[src/hw/ip_auth_pkg.sv]
// Purpose: Shared constants and types of the IP authentication command engine
// Assumes: One system clock, byte-wide command data
// Notes: Status words and field codes are named once here
package ip_auth_pkg;
  localparam logic [7:0] CLA_IP = 8'h80;
  localparam logic [7:0] INS_IP = 8'h80;
  localparam logic [7:0] P1_CHAP = 8'h00;
  localparam logic [7:0] P1_HA = 8'h01;
  localparam logic [7:0] P1_RRQ = 8'h02;
  localparam logic [7:0] P1_AAA = 8'h03;
  localparam logic [7:0] P1_HRPD = 8'h04;
  localparam logic [7:0] P2_FIRST = 8'h00;
  localparam logic [7:0] P2_NEXT = 8'h01;
  localparam logic [7:0] P2_SINGLE = 8'h02;
  localparam logic [7:0] P2_LAST = 8'h03;
  localparam logic [7:0] SW1_OK = 8'h90;
  localparam logic [7:0] SW1_SEQ = 8'h98;
  localparam logic [7:0] SW2_SEQ = 8'h34;
  localparam logic [7:0] SW1_PARAM = 8'h6b;
  localparam logic [7:0] SW1_LEN = 8'h67;
  localparam logic [7:0] SW1_INS = 8'h6d;
  localparam logic [7:0] SW1_CLA = 8'h6e;
  localparam logic [7:0] SW2_NONE = 8'h00;
  localparam logic [7:0] RSP_LEN_NONE = 8'h00;
  localparam logic [7:0] RSP_LEN_DIGEST = 8'h10;
  localparam logic [7:0] SECRET_LAST = 8'h0f;
  localparam logic [7:0] MID_HI_POS = 8'h10;
  localparam logic [7:0] RRQ_EXT_LEN = 8'h08;
  localparam logic [7:0] AAA_SHORT_MAX_LC = 8'hee;
  localparam logic [1:0] NPRE_NONE = 2'h0;
  localparam logic [1:0] NPRE_ONE = 2'h1;
  localparam logic [1:0] NPRE_TWO = 2'h2;
  localparam logic [1:0] BANK_SIMPLE = 2'h0;
  localparam logic [1:0] BANK_HOME = 2'h1;
  localparam logic [1:0] BANK_AAA = 2'h2;
  localparam logic [1:0] BANK_HRPD = 2'h3;
  localparam int BYTE_W = 8;
  localparam int DIGEST_W = 128;
  localparam int FIFO_DEPTH = 8;

  typedef enum logic [9:0] {
    ST_IDLE = 10'h001,
    ST_START = 10'h002,
    ST_PRE = 10'h004,
    ST_SEC1 = 10'h008,
    ST_MID = 10'h010,
    ST_BODY = 10'h020,
    ST_SEC2 = 10'h040,
    ST_FLUSH = 10'h080,
    ST_WAIT = 10'h100,
    ST_DRAIN = 10'h200
  } state_t;

  typedef enum logic [5:0] {
    SEQ_IDLE = 6'h01,
    SEQ_HA_OPEN = 6'h02,
    SEQ_HA_DONE = 6'h04,
    SEQ_RRQ_OPEN = 6'h08,
    SEQ_RRQ_DONE = 6'h10,
    SEQ_SPARE = 6'h20
  } seq_t;

  typedef struct packed {
    logic [1:0] npre;
    logic feed0;
    logic feed1;
    logic idx0;
    logic idx1;
    logic sec1;
    logic mid;
    logic hi2;
    logic sec2;
    logic first;
    logic fin;
    logic rsp16;
    logic retain;
    logic [1:0] bank;
  } ctl_t;
endpackage

[src/hw/byte_fifo.sv]
// Purpose: Small flip-flop FIFO with valid and ready on both sides
// Assumes: DEPTH is at least two
// Notes: Flags are registered so ready and valid come from flip-flops
module byte_fifo #(
  parameter int WIDTH = 8,
  parameter int DEPTH = 8
) (
  input wire logic i_clk,
  input wire logic i_nrst,
  input wire logic i_in_valid,
  input wire logic [WIDTH-1:0] i_in_data,
  output logic o_in_ready,
  output logic o_out_valid,
  output logic [WIDTH-1:0] o_out_data,
  input wire logic i_out_ready
);
  localparam int PW = $clog2(DEPTH);
  localparam logic [PW:0] FULL = (PW+1)'(DEPTH);
  localparam logic [PW-1:0] PTR_LAST = PW'(DEPTH - 1);
  logic [WIDTH-1:0] mem [DEPTH];
  logic [PW-1:0] wr;
  logic [PW-1:0] rd;
  logic [PW:0] count;
  logic [PW:0] next_count;
  logic push;
  logic pop;

  assign push = i_in_valid && o_in_ready;
  assign pop = o_out_valid && i_out_ready;
  assign o_out_data = mem[rd];

  always_comb
  begin
    next_count = count;
    if (push && !pop)
      next_count = count + 1'b1;
    else if (pop && !push)
      next_count = count - 1'b1;
  end

  always_ff @(posedge i_clk)
  begin
    if (push)
      mem[wr] <= i_in_data;
  end

  always_ff @(posedge i_clk or negedge i_nrst)
  begin
    if (!i_nrst)
    begin
      wr <= '0;
      rd <= '0;
      count <= '0;
      o_in_ready <= 1'b0;
      o_out_valid <= 1'b0;
    end
    else
    begin
      if (push)
        wr <= (wr == PTR_LAST) ? '0 : wr + 1'b1;
      if (pop)
        rd <= (rd == PTR_LAST) ? '0 : rd + 1'b1;
      count <= next_count;
      o_in_ready <= next_count != FULL;
      o_out_valid <= next_count != '0;
    end
  end
endmodule // byte_fifo

[src/hw/ip_auth_command_engine.sv]
// Purpose: Interpreter of the IP authentication command, card side
// Assumes: Hash engine and secret store sit outside on the same clock
// Notes: Hash bytes are streamed out; the digest comes back whole
module ip_auth_command_engine
  import ip_auth_pkg::*;
(
  input wire logic I_CLK_SYS,
  input wire logic I_NRST,
  input wire logic I_CMD_VALID,
  input wire logic [7:0] I_CLA,
  input wire logic [7:0] I_INS,
  input wire logic [7:0] I_P1,
  input wire logic [7:0] I_P2,
  input wire logic [7:0] I_LC,
  output logic O_CMD_READY,
  input wire logic I_DATA_VALID,
  input wire logic [7:0] I_DATA,
  output logic O_DATA_READY,
  input wire logic I_HASH_ALG,
  output logic O_HASH_ALG,
  output logic O_HASH_VALID,
  output logic [7:0] O_HASH_BYTE,
  output logic O_HASH_FIRST,
  output logic O_HASH_FINISH,
  input wire logic I_HASH_READY,
  input wire logic I_HASH_DONE,
  input wire logic [127:0] I_HASH_DIGEST,
  output logic [1:0] O_SECRET_BANK,
  output logic [7:0] O_PROFILE_INDEX,
  input wire logic [127:0] I_SECRET,
  output logic O_RSP_VALID,
  output logic [7:0] O_RSP_LEN,
  output logic [127:0] O_RSP_DATA,
  output logic [7:0] O_SW1,
  output logic [7:0] O_SW2
);
  state_t state;
  state_t next_state;
  seq_t seq;
  seq_t next_seq;
  ctl_t ctl;
  ctl_t next_ctl;
  logic [7:0] cnt;
  logic [7:0] body_left;
  logic [7:0] hi;
  logic [127:0] retained;
  logic first_pend;
  logic f_valid;
  logic [7:0] f_data;
  logic accept;
  logic slot;
  logic have;
  logic feed;
  logic pop;
  logic step;
  logic [7:0] src_byte;
  logic chain_first;
  logic chain_end;
  logic p1_bad;
  logic p2_bad;
  logic seq_err;
  logic dec_err;
  logic [7:0] min_lc;
  logic [7:0] dec_sw1;
  logic [7:0] dec_sw2;

  byte_fifo #(.WIDTH(BYTE_W), .DEPTH(FIFO_DEPTH)) u_fifo (
    .i_clk(I_CLK_SYS),
    .i_nrst(I_NRST),
    .i_in_valid(I_DATA_VALID),
    .i_in_data(I_DATA),
    .o_in_ready(O_DATA_READY),
    .o_out_valid(f_valid),
    .o_out_data(f_data),
    .i_out_ready(pop)
  );

  assign accept = (state == ST_IDLE) && O_CMD_READY && I_CMD_VALID;
  assign slot = !O_HASH_VALID || I_HASH_READY;

  // Command decode and sequence check
  always_comb
  begin
    next_ctl = '0;
    next_seq = seq;
    seq_err = 1'b0;
    p1_bad = 1'b0;
    chain_first = (I_P2 == P2_FIRST) || (I_P2 == P2_SINGLE);
    chain_end = (I_P2 == P2_SINGLE) || (I_P2 == P2_LAST);
    p2_bad = I_P2 != P2_FIRST;
    case (I_P1)
      P1_CHAP:
      begin
        next_ctl.npre = NPRE_TWO;
        next_ctl.feed0 = 1'b1;
        next_ctl.idx1 = 1'b1;
        next_ctl.sec1 = 1'b1;
        next_ctl.first = 1'b1;
        next_ctl.fin = 1'b1;
        next_ctl.rsp16 = 1'b1;
        next_ctl.bank = BANK_SIMPLE;
      end
      P1_HA:
      begin
        p2_bad = I_P2 > P2_LAST;
        next_ctl.npre = chain_first ? NPRE_ONE : NPRE_NONE;
        next_ctl.idx0 = chain_first;
        next_ctl.sec1 = chain_first;
        next_ctl.first = chain_first;
        next_ctl.sec2 = chain_end;
        next_ctl.fin = chain_end;
        next_ctl.rsp16 = chain_end;
        next_ctl.bank = BANK_HOME;
        // Repeats allowed from any state without an open chain
        seq_err = chain_first ? (seq == SEQ_HA_OPEN || seq == SEQ_RRQ_OPEN)
                              : (seq != SEQ_HA_OPEN);
        next_seq = chain_end ? SEQ_HA_DONE : SEQ_HA_OPEN;
      end
      P1_RRQ:
      begin
        p2_bad = I_P2 > P2_LAST;
        next_ctl.first = chain_first;
        next_ctl.fin = chain_end;
        next_ctl.retain = chain_end;
        seq_err = chain_first ? (seq != SEQ_HA_DONE) : (seq != SEQ_RRQ_OPEN);
        next_seq = chain_end ? SEQ_RRQ_DONE : SEQ_RRQ_OPEN;
      end
      P1_AAA:
      begin
        next_ctl.npre = NPRE_TWO;
        next_ctl.idx0 = 1'b1;
        next_ctl.feed1 = 1'b1;
        next_ctl.sec1 = 1'b1;
        next_ctl.mid = 1'b1;
        next_ctl.hi2 = I_LC <= AAA_SHORT_MAX_LC;
        next_ctl.first = 1'b1;
        next_ctl.fin = 1'b1;
        next_ctl.rsp16 = 1'b1;
        next_ctl.bank = BANK_AAA;
        seq_err = seq != SEQ_RRQ_DONE;
        next_seq = SEQ_IDLE;
      end
      P1_HRPD:
      begin
        next_ctl.npre = NPRE_ONE;
        next_ctl.feed0 = 1'b1;
        next_ctl.sec1 = 1'b1;
        next_ctl.first = 1'b1;
        next_ctl.fin = 1'b1;
        next_ctl.rsp16 = 1'b1;
        next_ctl.bank = BANK_HRPD;
      end
      default:
        p1_bad = 1'b1;
    endcase
    min_lc = {6'h00, next_ctl.npre} + ((I_P1 == P1_RRQ && chain_end) ? RRQ_EXT_LEN : 8'h00);
    dec_sw2 = SW2_NONE;
    if (I_CLA != CLA_IP)
      dec_sw1 = SW1_CLA;
    else if (I_INS != INS_IP)
      dec_sw1 = SW1_INS;
    else if (p1_bad || p2_bad)
      dec_sw1 = SW1_PARAM;
    else if (I_LC < min_lc)
      dec_sw1 = SW1_LEN;
    else if (seq_err)
    begin
      dec_sw1 = SW1_SEQ;
      dec_sw2 = SW2_SEQ;
    end
    else
      dec_sw1 = SW1_OK;
    dec_err = dec_sw1 != SW1_OK;
    if (dec_sw1 == SW1_SEQ)
      next_seq = SEQ_IDLE;
    else if (dec_err)
      next_seq = seq;
  end

  // Byte source for the hash stream
  always_comb
  begin
    have = 1'b0;
    feed = 1'b0;
    pop = 1'b0;
    src_byte = f_data;
    case (state)
      ST_PRE:
      begin
        have = f_valid;
        feed = (cnt == 8'h00) ? ctl.feed0 : ctl.feed1;
        pop = slot && f_valid;
      end
      ST_SEC1, ST_SEC2:
      begin
        have = 1'b1;
        feed = 1'b1;
        src_byte = I_SECRET[{~cnt[3:0], 3'b000} +: 8];
      end
      ST_MID:
      begin
        have = 1'b1;
        feed = 1'b1;
        // Short challenge gets its high byte a second time
        src_byte = (cnt == MID_HI_POS) ? hi : retained[{~cnt[3:0], 3'b000} +: 8];
      end
      ST_BODY:
      begin
        have = f_valid;
        feed = 1'b1;
        pop = slot && f_valid;
      end
      ST_DRAIN:
        pop = f_valid;
      default:
      begin
        have = 1'b0;
      end
    endcase
    step = slot && have;
  end

  function automatic state_t follow(input state_t s);
    state_t n;
    n = ST_FLUSH;
    if (s == ST_START && ctl.npre != NPRE_NONE)
      n = ST_PRE;
    else if (s inside {ST_START, ST_PRE} && ctl.sec1)
      n = ST_SEC1;
    else if (s inside {ST_START, ST_PRE, ST_SEC1} && ctl.mid)
      n = ST_MID;
    else if (s inside {ST_START, ST_PRE, ST_SEC1, ST_MID} && body_left != 8'h00)
      n = ST_BODY;
    else if (s != ST_SEC2 && ctl.sec2)
      n = ST_SEC2;
    return n;
  endfunction

  always_comb
  begin
    next_state = state;
    case (state)
      ST_IDLE:
        if (accept)
          next_state = !dec_err ? ST_START : (I_LC == 8'h00) ? ST_FLUSH : ST_DRAIN;
      ST_START:
        next_state = follow(ST_START);
      ST_PRE:
        if (step && (cnt[1:0] + 2'h1) == ctl.npre)
          next_state = follow(ST_PRE);
      ST_SEC1:
        if (step && cnt == SECRET_LAST)
          next_state = follow(ST_SEC1);
      ST_MID:
        if (step && cnt == (ctl.hi2 ? MID_HI_POS : SECRET_LAST))
          next_state = follow(ST_MID);
      ST_BODY:
        if (step && body_left == 8'h01)
          next_state = follow(ST_BODY);
      ST_SEC2:
        if (step && cnt == SECRET_LAST)
          next_state = ST_FLUSH;
      ST_FLUSH:
        if (!O_HASH_VALID)
          next_state = (ctl.fin && O_SW1 == SW1_OK) ? ST_WAIT : ST_IDLE;
      ST_WAIT:
        if (I_HASH_DONE)
          next_state = ST_IDLE;
      ST_DRAIN:
        if (f_valid && cnt == 8'h01)
          next_state = ST_FLUSH;
      default:
        next_state = ST_IDLE;
    endcase
  end

  always_ff @(posedge I_CLK_SYS or negedge I_NRST)
  begin
    if (!I_NRST)
    begin
      state <= ST_IDLE;
      O_CMD_READY <= 1'b0;
    end
    else
    begin
      state <= next_state;
      O_CMD_READY <= next_state == ST_IDLE;
    end
  end

  // Position counter within a stage, or bytes left to drain
  always_ff @(posedge I_CLK_SYS or negedge I_NRST)
  begin
    if (!I_NRST)
      cnt <= 8'h00;
    else if (next_state != state)
      cnt <= (next_state == ST_DRAIN) ? I_LC : 8'h00;
    else if (state == ST_DRAIN && pop)
      cnt <= cnt - 8'h01;
    else if (step)
      cnt <= cnt + 8'h01;
  end

  // Block length fits the 8-bit count; the host keeps blocks short
  always_ff @(posedge I_CLK_SYS or negedge I_NRST)
  begin
    if (!I_NRST)
      body_left <= 8'h00;
    else if (accept)
      body_left <= I_LC - {6'h00, next_ctl.npre};
    else if (state == ST_BODY && step)
      body_left <= body_left - 8'h01;
  end

  always_ff @(posedge I_CLK_SYS or negedge I_NRST)
  begin
    if (!I_NRST)
    begin
      ctl <= '0;
      O_SECRET_BANK <= BANK_SIMPLE;
      O_PROFILE_INDEX <= 8'h00;
      hi <= 8'h00;
    end
    else
    begin
      if (accept && !dec_err)
      begin
        ctl <= next_ctl;
        O_SECRET_BANK <= next_ctl.bank;
      end
      if (state == ST_PRE && step && (cnt == 8'h00 ? ctl.idx0 : ctl.idx1))
        O_PROFILE_INDEX <= f_data;
      if (state == ST_PRE && step && cnt != 8'h00 && ctl.mid)
        hi <= f_data;
    end
  end

  always_ff @(posedge I_CLK_SYS or negedge I_NRST)
  begin
    if (!I_NRST)
    begin
      seq <= SEQ_IDLE;
      retained <= '0;
    end
    else
    begin
      if (accept)
        seq <= next_seq;
      if (accept && dec_sw1 == SW1_SEQ)
        retained <= '0;
      else if (state == ST_WAIT && I_HASH_DONE && ctl.retain)
        retained <= I_HASH_DIGEST;
    end
  end

  // Hash byte stream and engine control
  always_ff @(posedge I_CLK_SYS or negedge I_NRST)
  begin
    if (!I_NRST)
    begin
      O_HASH_VALID <= 1'b0;
      O_HASH_BYTE <= 8'h00;
      O_HASH_FIRST <= 1'b0;
      O_HASH_FINISH <= 1'b0;
      O_HASH_ALG <= 1'b0;
      first_pend <= 1'b0;
    end
    else
    begin
      if (step)
      begin
        O_HASH_VALID <= feed;
        if (feed)
        begin
          O_HASH_BYTE <= src_byte;
          O_HASH_FIRST <= first_pend;
        end
      end
      else if (slot)
        O_HASH_VALID <= 1'b0;
      if (accept && !dec_err && next_ctl.first)
      begin
        first_pend <= 1'b1;
        O_HASH_ALG <= I_HASH_ALG;
      end
      else if (step && feed)
        first_pend <= 1'b0;
      O_HASH_FINISH <= state == ST_FLUSH && next_state == ST_WAIT;
    end
  end

  // Status word and response data
  always_ff @(posedge I_CLK_SYS or negedge I_NRST)
  begin
    if (!I_NRST)
    begin
      O_RSP_VALID <= 1'b0;
      O_RSP_LEN <= RSP_LEN_NONE;
      O_RSP_DATA <= '0;
      O_SW1 <= SW1_OK;
      O_SW2 <= SW2_NONE;
    end
    else
    begin
      O_RSP_VALID <= state != ST_IDLE && next_state == ST_IDLE;
      if (accept)
      begin
        O_SW1 <= dec_sw1;
        O_SW2 <= dec_sw2;
        O_RSP_LEN <= RSP_LEN_NONE;
        O_RSP_DATA <= '0;
      end
      else if (state == ST_WAIT && I_HASH_DONE && ctl.rsp16)
      begin
        O_RSP_LEN <= RSP_LEN_DIGEST;
        O_RSP_DATA <= I_HASH_DIGEST;
      end
    end
  end
endmodule // ip_auth_command_engine

[config.mk]
export PLATFORM = sky130hd
export DESIGN_NAME = ip_auth_command_engine
export DESIGN_NICKNAME = d
export VERILOG_FILES = /design/src/hw/ip_auth_pkg.sv /design/src/hw/byte_fifo.sv /design/src/hw/ip_auth_command_engine.sv
export SDC_FILE = /design/constraint.sdc
export NUM_CORES = 1
export LEC_CHECK = 0
export ABC_AREA = 1
export ABC_CLOCK_PERIOD_IN_PS = 3600
export BUFFER_PORTS_ARGS = -buffer_cell sky130_fd_sc_hd__buf_2
export CAP_MARGIN = 40
export CORE_UTILIZATION = 25
export CTS_CLUSTER_SIZE = 14
export DETAILED_ROUTE_END_ITERATION = 10
export PLACE_DENSITY = 0.41
export SETUP_SLACK_MARGIN = 0.15
export SLEW_MARGIN = 20
export SYNTH_ARGS = -nofsm -noshare
export SYNTH_HDL_FRONTEND = slang
export SYNTH_SLANG_ARGS = --single-unit
[constraint.sdc]
create_clock -name I_CLK_SYS -period 3.6 [get_ports I_CLK_SYS]
set_clock_uncertainty 0.05 [all_clocks]
set_input_delay 0.18 -clock I_CLK_SYS [delete_from_list [all_inputs] [get_ports I_CLK_SYS]]
set_output_delay 0.18 -clock I_CLK_SYS [all_outputs]
set_load 0.1 [all_outputs]
# Word level (Yosys, flattened, before mapping)

Memories as Yosys holds them, arrays and structs flattened.
Index checks and enable logic that the tools add are counted.

Add/sub/neg operators: 10
Shift operators: 2
Order comparisons: 3
Bitwise logic cells: 1
Equal/unequal tests: 42
Reduce and logical (&&, ||, !) cells: 66
Muxes and demuxes: 82

Operators by type and width:

| operator               | number |
|---|---|
| $mux W128              | 4 |
| $shiftx A128 B8 Y8     | 2 |
| $mux W10               | 15 |
| $mux W8                | 14 |
| $pmux W10 S10          | 1 |
| $mux W6                | 7 |
| $eq A8 B2 Y1 const B   | 4 |
| $logic_not A8 Y1       | 4 |
| $logic_and A1 B1 Y1    | 30 |
| $eq A8 B1 Y1 const B   | 3 |
| $ne A8 B8 Y1 const B   | 3 |
| $reduce_bool A8 Y1     | 3 |
| $eq A10 B1 Y1 const B  | 2 |
| $eq A10 B10 Y1 const B | 2 |
| $eq A10 B9 Y1 const B  | 2 |
| $mux W1                | 18 |
| $pmux W6 S3            | 1 |
| $eq A8 B8 Y1 const B   | 2 |
| $mux W4                | 4 |
| $pmux W8 S2            | 1 |
| $sub A8 B1 Y8 const B  | 2 |
| $pmux W1 S2            | 6 |
| $pmux W2 S3            | 2 |
| $reduce_bool A2 Y1     | 6 |
| 50 further kinds       | 68 |

Memories: 1
RAM bits: 64
Word-level logic and storage cells: 244
Output and inout bits: 177
Register bits after elaboration: 370
Bits of input ports: 311

Memories:

| name       | depth | width | read ports | clocked after memory_dff | wr ports | RTL line        | text |
|---|---|---|---|---|---|---|---|
| u_fifo.mem | 8     | 8     | 1          | 0                        | 1        | byte_fifo.sv:20 | `logic [WIDTH-1:0] mem [DEPTH];` |

# Logic depth before layout (Yosys ltp)

Depth after elaboration: 17
Mapped depth: 21
Depth with buffers taken out: 21

# Modules after synthesis

Synthesis repeated with hierarchy kept, for this count alone.

Cell total of the unflattened synthesis: 2838
Area total of the unflattened synthesis: 22136.2 µm²

Modules (own cells, without submodules):

| module                 | cells an instance | area each (µm²) | instances | seq. area each (µm²) |
|---|---|---|---|---|
| ip_auth_command_engine | 2543              | 18828.1         | 1         | 8511.9 |
| byte_fifo              | 295               | 3308.2          | 1         | 2222.1 |

# Least setup slack after synthesis

OpenSTA, ideal clock, no wires.

Path type: register to register
Start point: register cnt[0]
End point: register cnt[4]
Stages on the path, launching flop included: 19
Path buffers: 4
Library setup time: 0.113 ns
Required time: 3.437 ns
Path slack: 0.767 ns
Arrival time: 2.670 ns
Path through: dfrtp_1 > clkbuf_1 > inv_1 > clkbuf_1 > clkbuf_1 > ha_1 > inv_1 > nor2_1 > nor3_1 > nand2_2 > nand2_2 > nand3_4 > nor2_4 > nand2_4 > nand2_4 > buf_6 > nand3_1 > nand2_1 > inv_1

Longest elaborated chain between the ends: 8

RTL lines:

| element                  | RTL line                      | text |
|---|---|---|
| start: declaration       | ip_auth_command_engine.sv:43  | `logic [7:0] cnt;` |
| start signal: assignment | ip_auth_command_engine.sv:297 | `cnt <= (next_state == ST_DRAIN) ? I_LC : 8'h00;` |
| start signal: assignment | ip_auth_command_engine.sv:299 | `cnt <= cnt - 8'h01;` |
| start signal: assignment | ip_auth_command_engine.sv:301 | `cnt <= cnt + 8'h01;` |
| $add A2 B1 Y2            | ip_auth_command_engine.sv:249 | `if (step && (cnt[1:0] + 2'h1) == ctl.npre)` |
| $eq A2 B2 Y1             | ip_auth_command_engine.sv:249 |  |
| $logic_and A1 B1 Y1      | ip_auth_command_engine.sv:249 |  |
| $mux W10                 | ip_auth_command_engine.sv:249 |  |
| $pmux W10 S10            | ip_auth_command_engine.sv:242 | `case (state)` |
| $eq A10 B10 Y1           | ip_auth_command_engine.sv:297 |  |
| $mux W8                  | ip_auth_command_engine.sv:297 |  |
| $mux W8                  | ip_auth_command_engine.sv:296 | `else if (next_state != state)` |

Several ways; a longest one is shown, not always the timed one. The select of a mux whose other input is x is not followed.
A chain may end at the register's enable or synchronous reset.

# Worst setup path in the final report

Start point: input I_P1[2]
End point: register seq[3]

Longest elaborated chain between the ends: 12

RTL lines:

| element                                                             | RTL line                                                     | text |
|---|---|---|
| start: declaration                                                  | ip_auth_command_engine.sv:12                                 | `input wire logic [7:0] I_P1,` |
| $eq A8 B2 Y1 / $logic_not A8 Y1 (equally long branches)             | ip_auth_command_engine.sv:91                                 | `case (I_P1)` |
| $reduce_or A2 Y1 (no line)                                          | n/a                                                          |  |
| $pmux W2 S3 *                                                       | ip_auth_command_engine.sv:91                                 |  |
| $add A2 B4 Y5 *                                                     | ip_auth_command_engine.sv:156                                | `min_lc = {6'h00, next_ctl.npre} + ((I_P1 == P1_RRQ && chain_end) ? RRQ_EXT_LEN : 8'h00);` |
| net min_lc[0]                                                       | ip_auth_command_engine.sv:63                                 | `logic [7:0] min_lc;` |
| $lt A8 B5 Y1 *                                                      | ip_auth_command_engine.sv:164                                | `else if (I_LC < min_lc)` |
| $mux W8 *                                                           | ip_auth_command_engine.sv:164                                |  |
| $mux W8 *                                                           | ip_auth_command_engine.sv:162                                | `else if (p1_bad \|\| p2_bad)` |
| $mux W8 *                                                           | ip_auth_command_engine.sv:160                                | `else if (I_INS != INS_IP)` |
| $mux W8 *                                                           | ip_auth_command_engine.sv:158                                | `if (I_CLA != CLA_IP)` |
| $eq A8 B8 Y1 / $ne A8 B8 Y1 (equally long branches)                 | ip_auth_command_engine.sv:174, ip_auth_command_engine.sv:173 |  |
| $reduce_bool A4 Y1 (no line) / $ne A2 B1 Y1 (equally long branches) | n/a                                                          |  |
| $reduce_and A3 Y1 (no line)                                         | n/a                                                          |  |
| end signal: assignment                                              | ip_auth_command_engine.sv:348                                | `seq <= next_seq;` |
| end: declaration                                                    | ip_auth_command_engine.sv:39                                 | `seq_t seq;` |

Mark *: on every way through the listed nets, which the timed path passes. The rest lies on a longest branch. The select of a mux whose other input is x is not followed.

==> results_dict.tcl <==
set metrics [dict create \
    cts-root-buf "clkbuf_16" \
    track_usage_pct 19.5 \
    grt-ovfl-total 0 \
    yosysMostFrequentCell "nor2_1" \
    pre_cts_slack_ns 0.155 \
    routabilityCongestion 0.866 \
    drive_above_1_share_pct 21.3 \
    grtUsageMet3_pct 3.01 \
    die_area_um2 84300 \
    die_w_um 290 \
    drtPass1Iterations 7 \
    max_slew_margin_pct 32.2 \
    drtIter0Drc 1313 \
    rows 105 \
    groute.layer.met1.usage_pct 25.9 \
    core_area_um2 82200 \
    synth_top_cell_area_share_pct 42.0 \
    setup_ws_ns 0.426 \
    multi_input_area_um2 8410 \
    finalSetupTns_ns 0 \
    yosysWarnings 0 \
    hp-class "primary input to flop" \
    via_count 20100 \
    max_cap_violations 0 \
    cts_max_level 2 \
    worstMarginPinSlew_ns 1.02 \
    vias_per_cell 4.71 \
    syn_area_um2 20800 \
    n_fill_cell 8763 \
    io_pins 488 \
    yosysTopAreaCell "dfrtp_1" \
    seq_area_um2 10700 \
    grt_pass1_vias 20400 \
    cts_tree "yes" \
    drt-total-wl_um 83600 \
    syn_inst 2556 \
    numCtsBuffers 52 \
    grt_pass1_wl_um 127000 \
    worstPathArrival_ns 3.66 \
    powerDensity_nw_per_um2 585 \
    synth_edf_count 64 \
    yosysUniqueCellTypes 58 \
    critPathMaxFanout 5 \
    vdd_ir_drop_max_v 0.000323 \
    synth_seq_cells 416 \
    fmax_ghz 0.315 \
    synthTopCellsByArea "dfrtp_1 (42%), edfxtp_1 (9.2%), nor2_1 (8.4%), o21ai_0 (7.5%), nand2_1 (5.2%)" \
    critical_path_class "primary input to flop" \
    use_met2_pct 33.1 \
    synth.avg_cell_area_um2 8.13 \
    drtAntennaViolNets 0 \
    dp_hpwl_um 62700 \
    slew_violations 0 \
    synth_common_cells "nor2_1 (465), dfrtp_1 (349), o21ai_0 (310)" \
    die_h_um 290 \
    final_area_um2 27800 \
    busiest_layer "met2" \
    cp-start-kind "primary input" \
    grt_antenna_before_repair 4 \
    clk_pin_slew_ns 0.06 \
    status "finished clean" \
    cts_buffer_depth 3 \
    drc_errors 0 \
    required_ns 4.09 \
    num-nets-final 3476 \
    areaGrowthSynthToFinish_pct 33.8 \
    whs_ns 0.0762 \
    period_share_pct 88.2 \
    grt_start_max_net_pins 200 \
    leakagePower_uw 0.0139 \
    rsz0062_at_grt "false" \
    clkLatencyLatePin_ns 0.62 \
    drt-wirelength-per-cell_um 19.6 \
    ys_async_sr_fraction_pct 84.6 \
    clock-sinks 416 \
    initial_utilization_pct 25.3 \
    end_kind "flop" \
    power_uw 16300 \
    setup-violations-final 0 \
    period_needed_ns 3.17 \
    hold_viol_final 0 \
    place_area_um2 24500 \
    synth-main-ff-cell "dfrtp_1" \
    yosysSeqAreaShare_pct 51.6 \
    portBuffers 475 \
    post_cts_buffers 0 \
]
## kinds of logic (layout without fill, tap and decap cells)
group                    count (synthesis)  after routing  share of synthesized area (%)
AO/OA/AOI/OAI                          646            646                           17.2
XOR/XNOR                                21             21                          0.885
adder cells (fa/ha/maj)                 16             16                          0.999
buffers and inverters                  437           1061                           8.38
flip-flops                             416            416                           51.6
multiplexers                             3              3                          0.144
other                                    1             14                         0.0180
AND/OR/NAND/NOR                       1016           1016                           20.7
## final timing paths
check	end	start	depth (start not counted)	slack, ns
worst max-delay path	seq[3]	I_P1[2]	23	0.43
worst min-delay path	O_SW1[4]	I_INS[2]	6	0.08
worst max register to register	O_HASH_BYTE[0]	cnt[0]	9	0.65
worst min register to register	O_HASH_BYTE[4]	O_HASH_BYTE[4]	2	0.43
max in group asynchronous	O_RSP_DATA[76]	I_NRST	3	2.31
min in group asynchronous	O_RSP_DATA[37]	I_NRST	2	0.10
## critical path, stage by stage
cell and delay (ns):
dlygate4sd3_1 0.52, buf_2 0.12, nor2_1 0.06, nand3_1 0.12, nor2_4 0.06, inv_1 0.08
nor2_1 0.06, nor2_2 0.14, inv_1 0.08, ha_1 0.21, fa_2 0.39, inv_1 0.06
o21ai_0 0.06, nand2_1 0.13, nand3_2 0.13, nor2_4 0.13, inv_1 0.07, nor2_1 0.11
nand3_1 0.10, inv_2 0.12, nand4_1 0.09, dlygate4sd3_1 0.56, o21ai_0 0.07
## power by group
part	switching (uW)	leakage (uW)	internal (uW)	total, uW
sequential	248	0.00535	5070	5320
clock	2150	0.000848	3110	5260
combinational	3980	0.00771	1720	5700
total	6380	0.0139	9900	16300
## per-stage QoR
stage	instances	util (%)
after floorplan	2567	-
after global placement	3998	29.7
after detailed placement	4006	29.8
after CTS	4261	33.8
after global routing	4262	33.8
final	4263	33.8
## layout by cell type, fill, tap and decap left out, types with 15 or more instances in the layout
master | synthesis | final
buf_2 | 21 | 475
nor2_1 | 465 | 459
dfrtp_1 | 349 | 347
o21ai_0 | 310 | 310
nand2_1 | 287 | 287
inv_1 | 261 | 258
a21oi_1 | 185 | 185
nand3_1 | 184 | 181
dlygate4sd3_1 | 0 | 159
edfxtp_1 | 64 | 64
o22ai_1 | 53 | 53
clkbuf_16 | 0 | 52
buf_4 | 16 | 45
nand4_1 | 24 | 24
o211ai_1 | 17 | 17
o21ai_1 | 16 | 16
a32o_1 | 16 | 16
ha_1 | 15 | 15
## layout make-up
class	instances	area share, %
antenna	2	0.0180
tap	1070	4.81
clock buffer	70	5.35
sequential	416	38.6
timing repair buffer	692	16.4
inverter	273	3.73
clock inverter	26	0.841
multi-input combinational	1714	30.2
## repair_timing
item	in CTS	in global routing
hold buffers	159	0
resized for setup	0	9
endpoints found under the setup margin	0	101
endpoints found under the hold margin	419	0
## sequential cells by signal, indices dropped and copies added, names as in the netlist, 10 cells and up
register    flops
O_RSP_DATA    128
retained      128
u_fifo.mem     64
ctl            12
state          10
## routing by layer
layer  vias to the layer above  part of all wire (%)
met4                         2                   2.1
met3                        91                   5.1
met1                      9742                    45
met5                         -                 0.016
li1                       9684                     -
met2                       580                    48
Power figures use the tool's default switching activity.
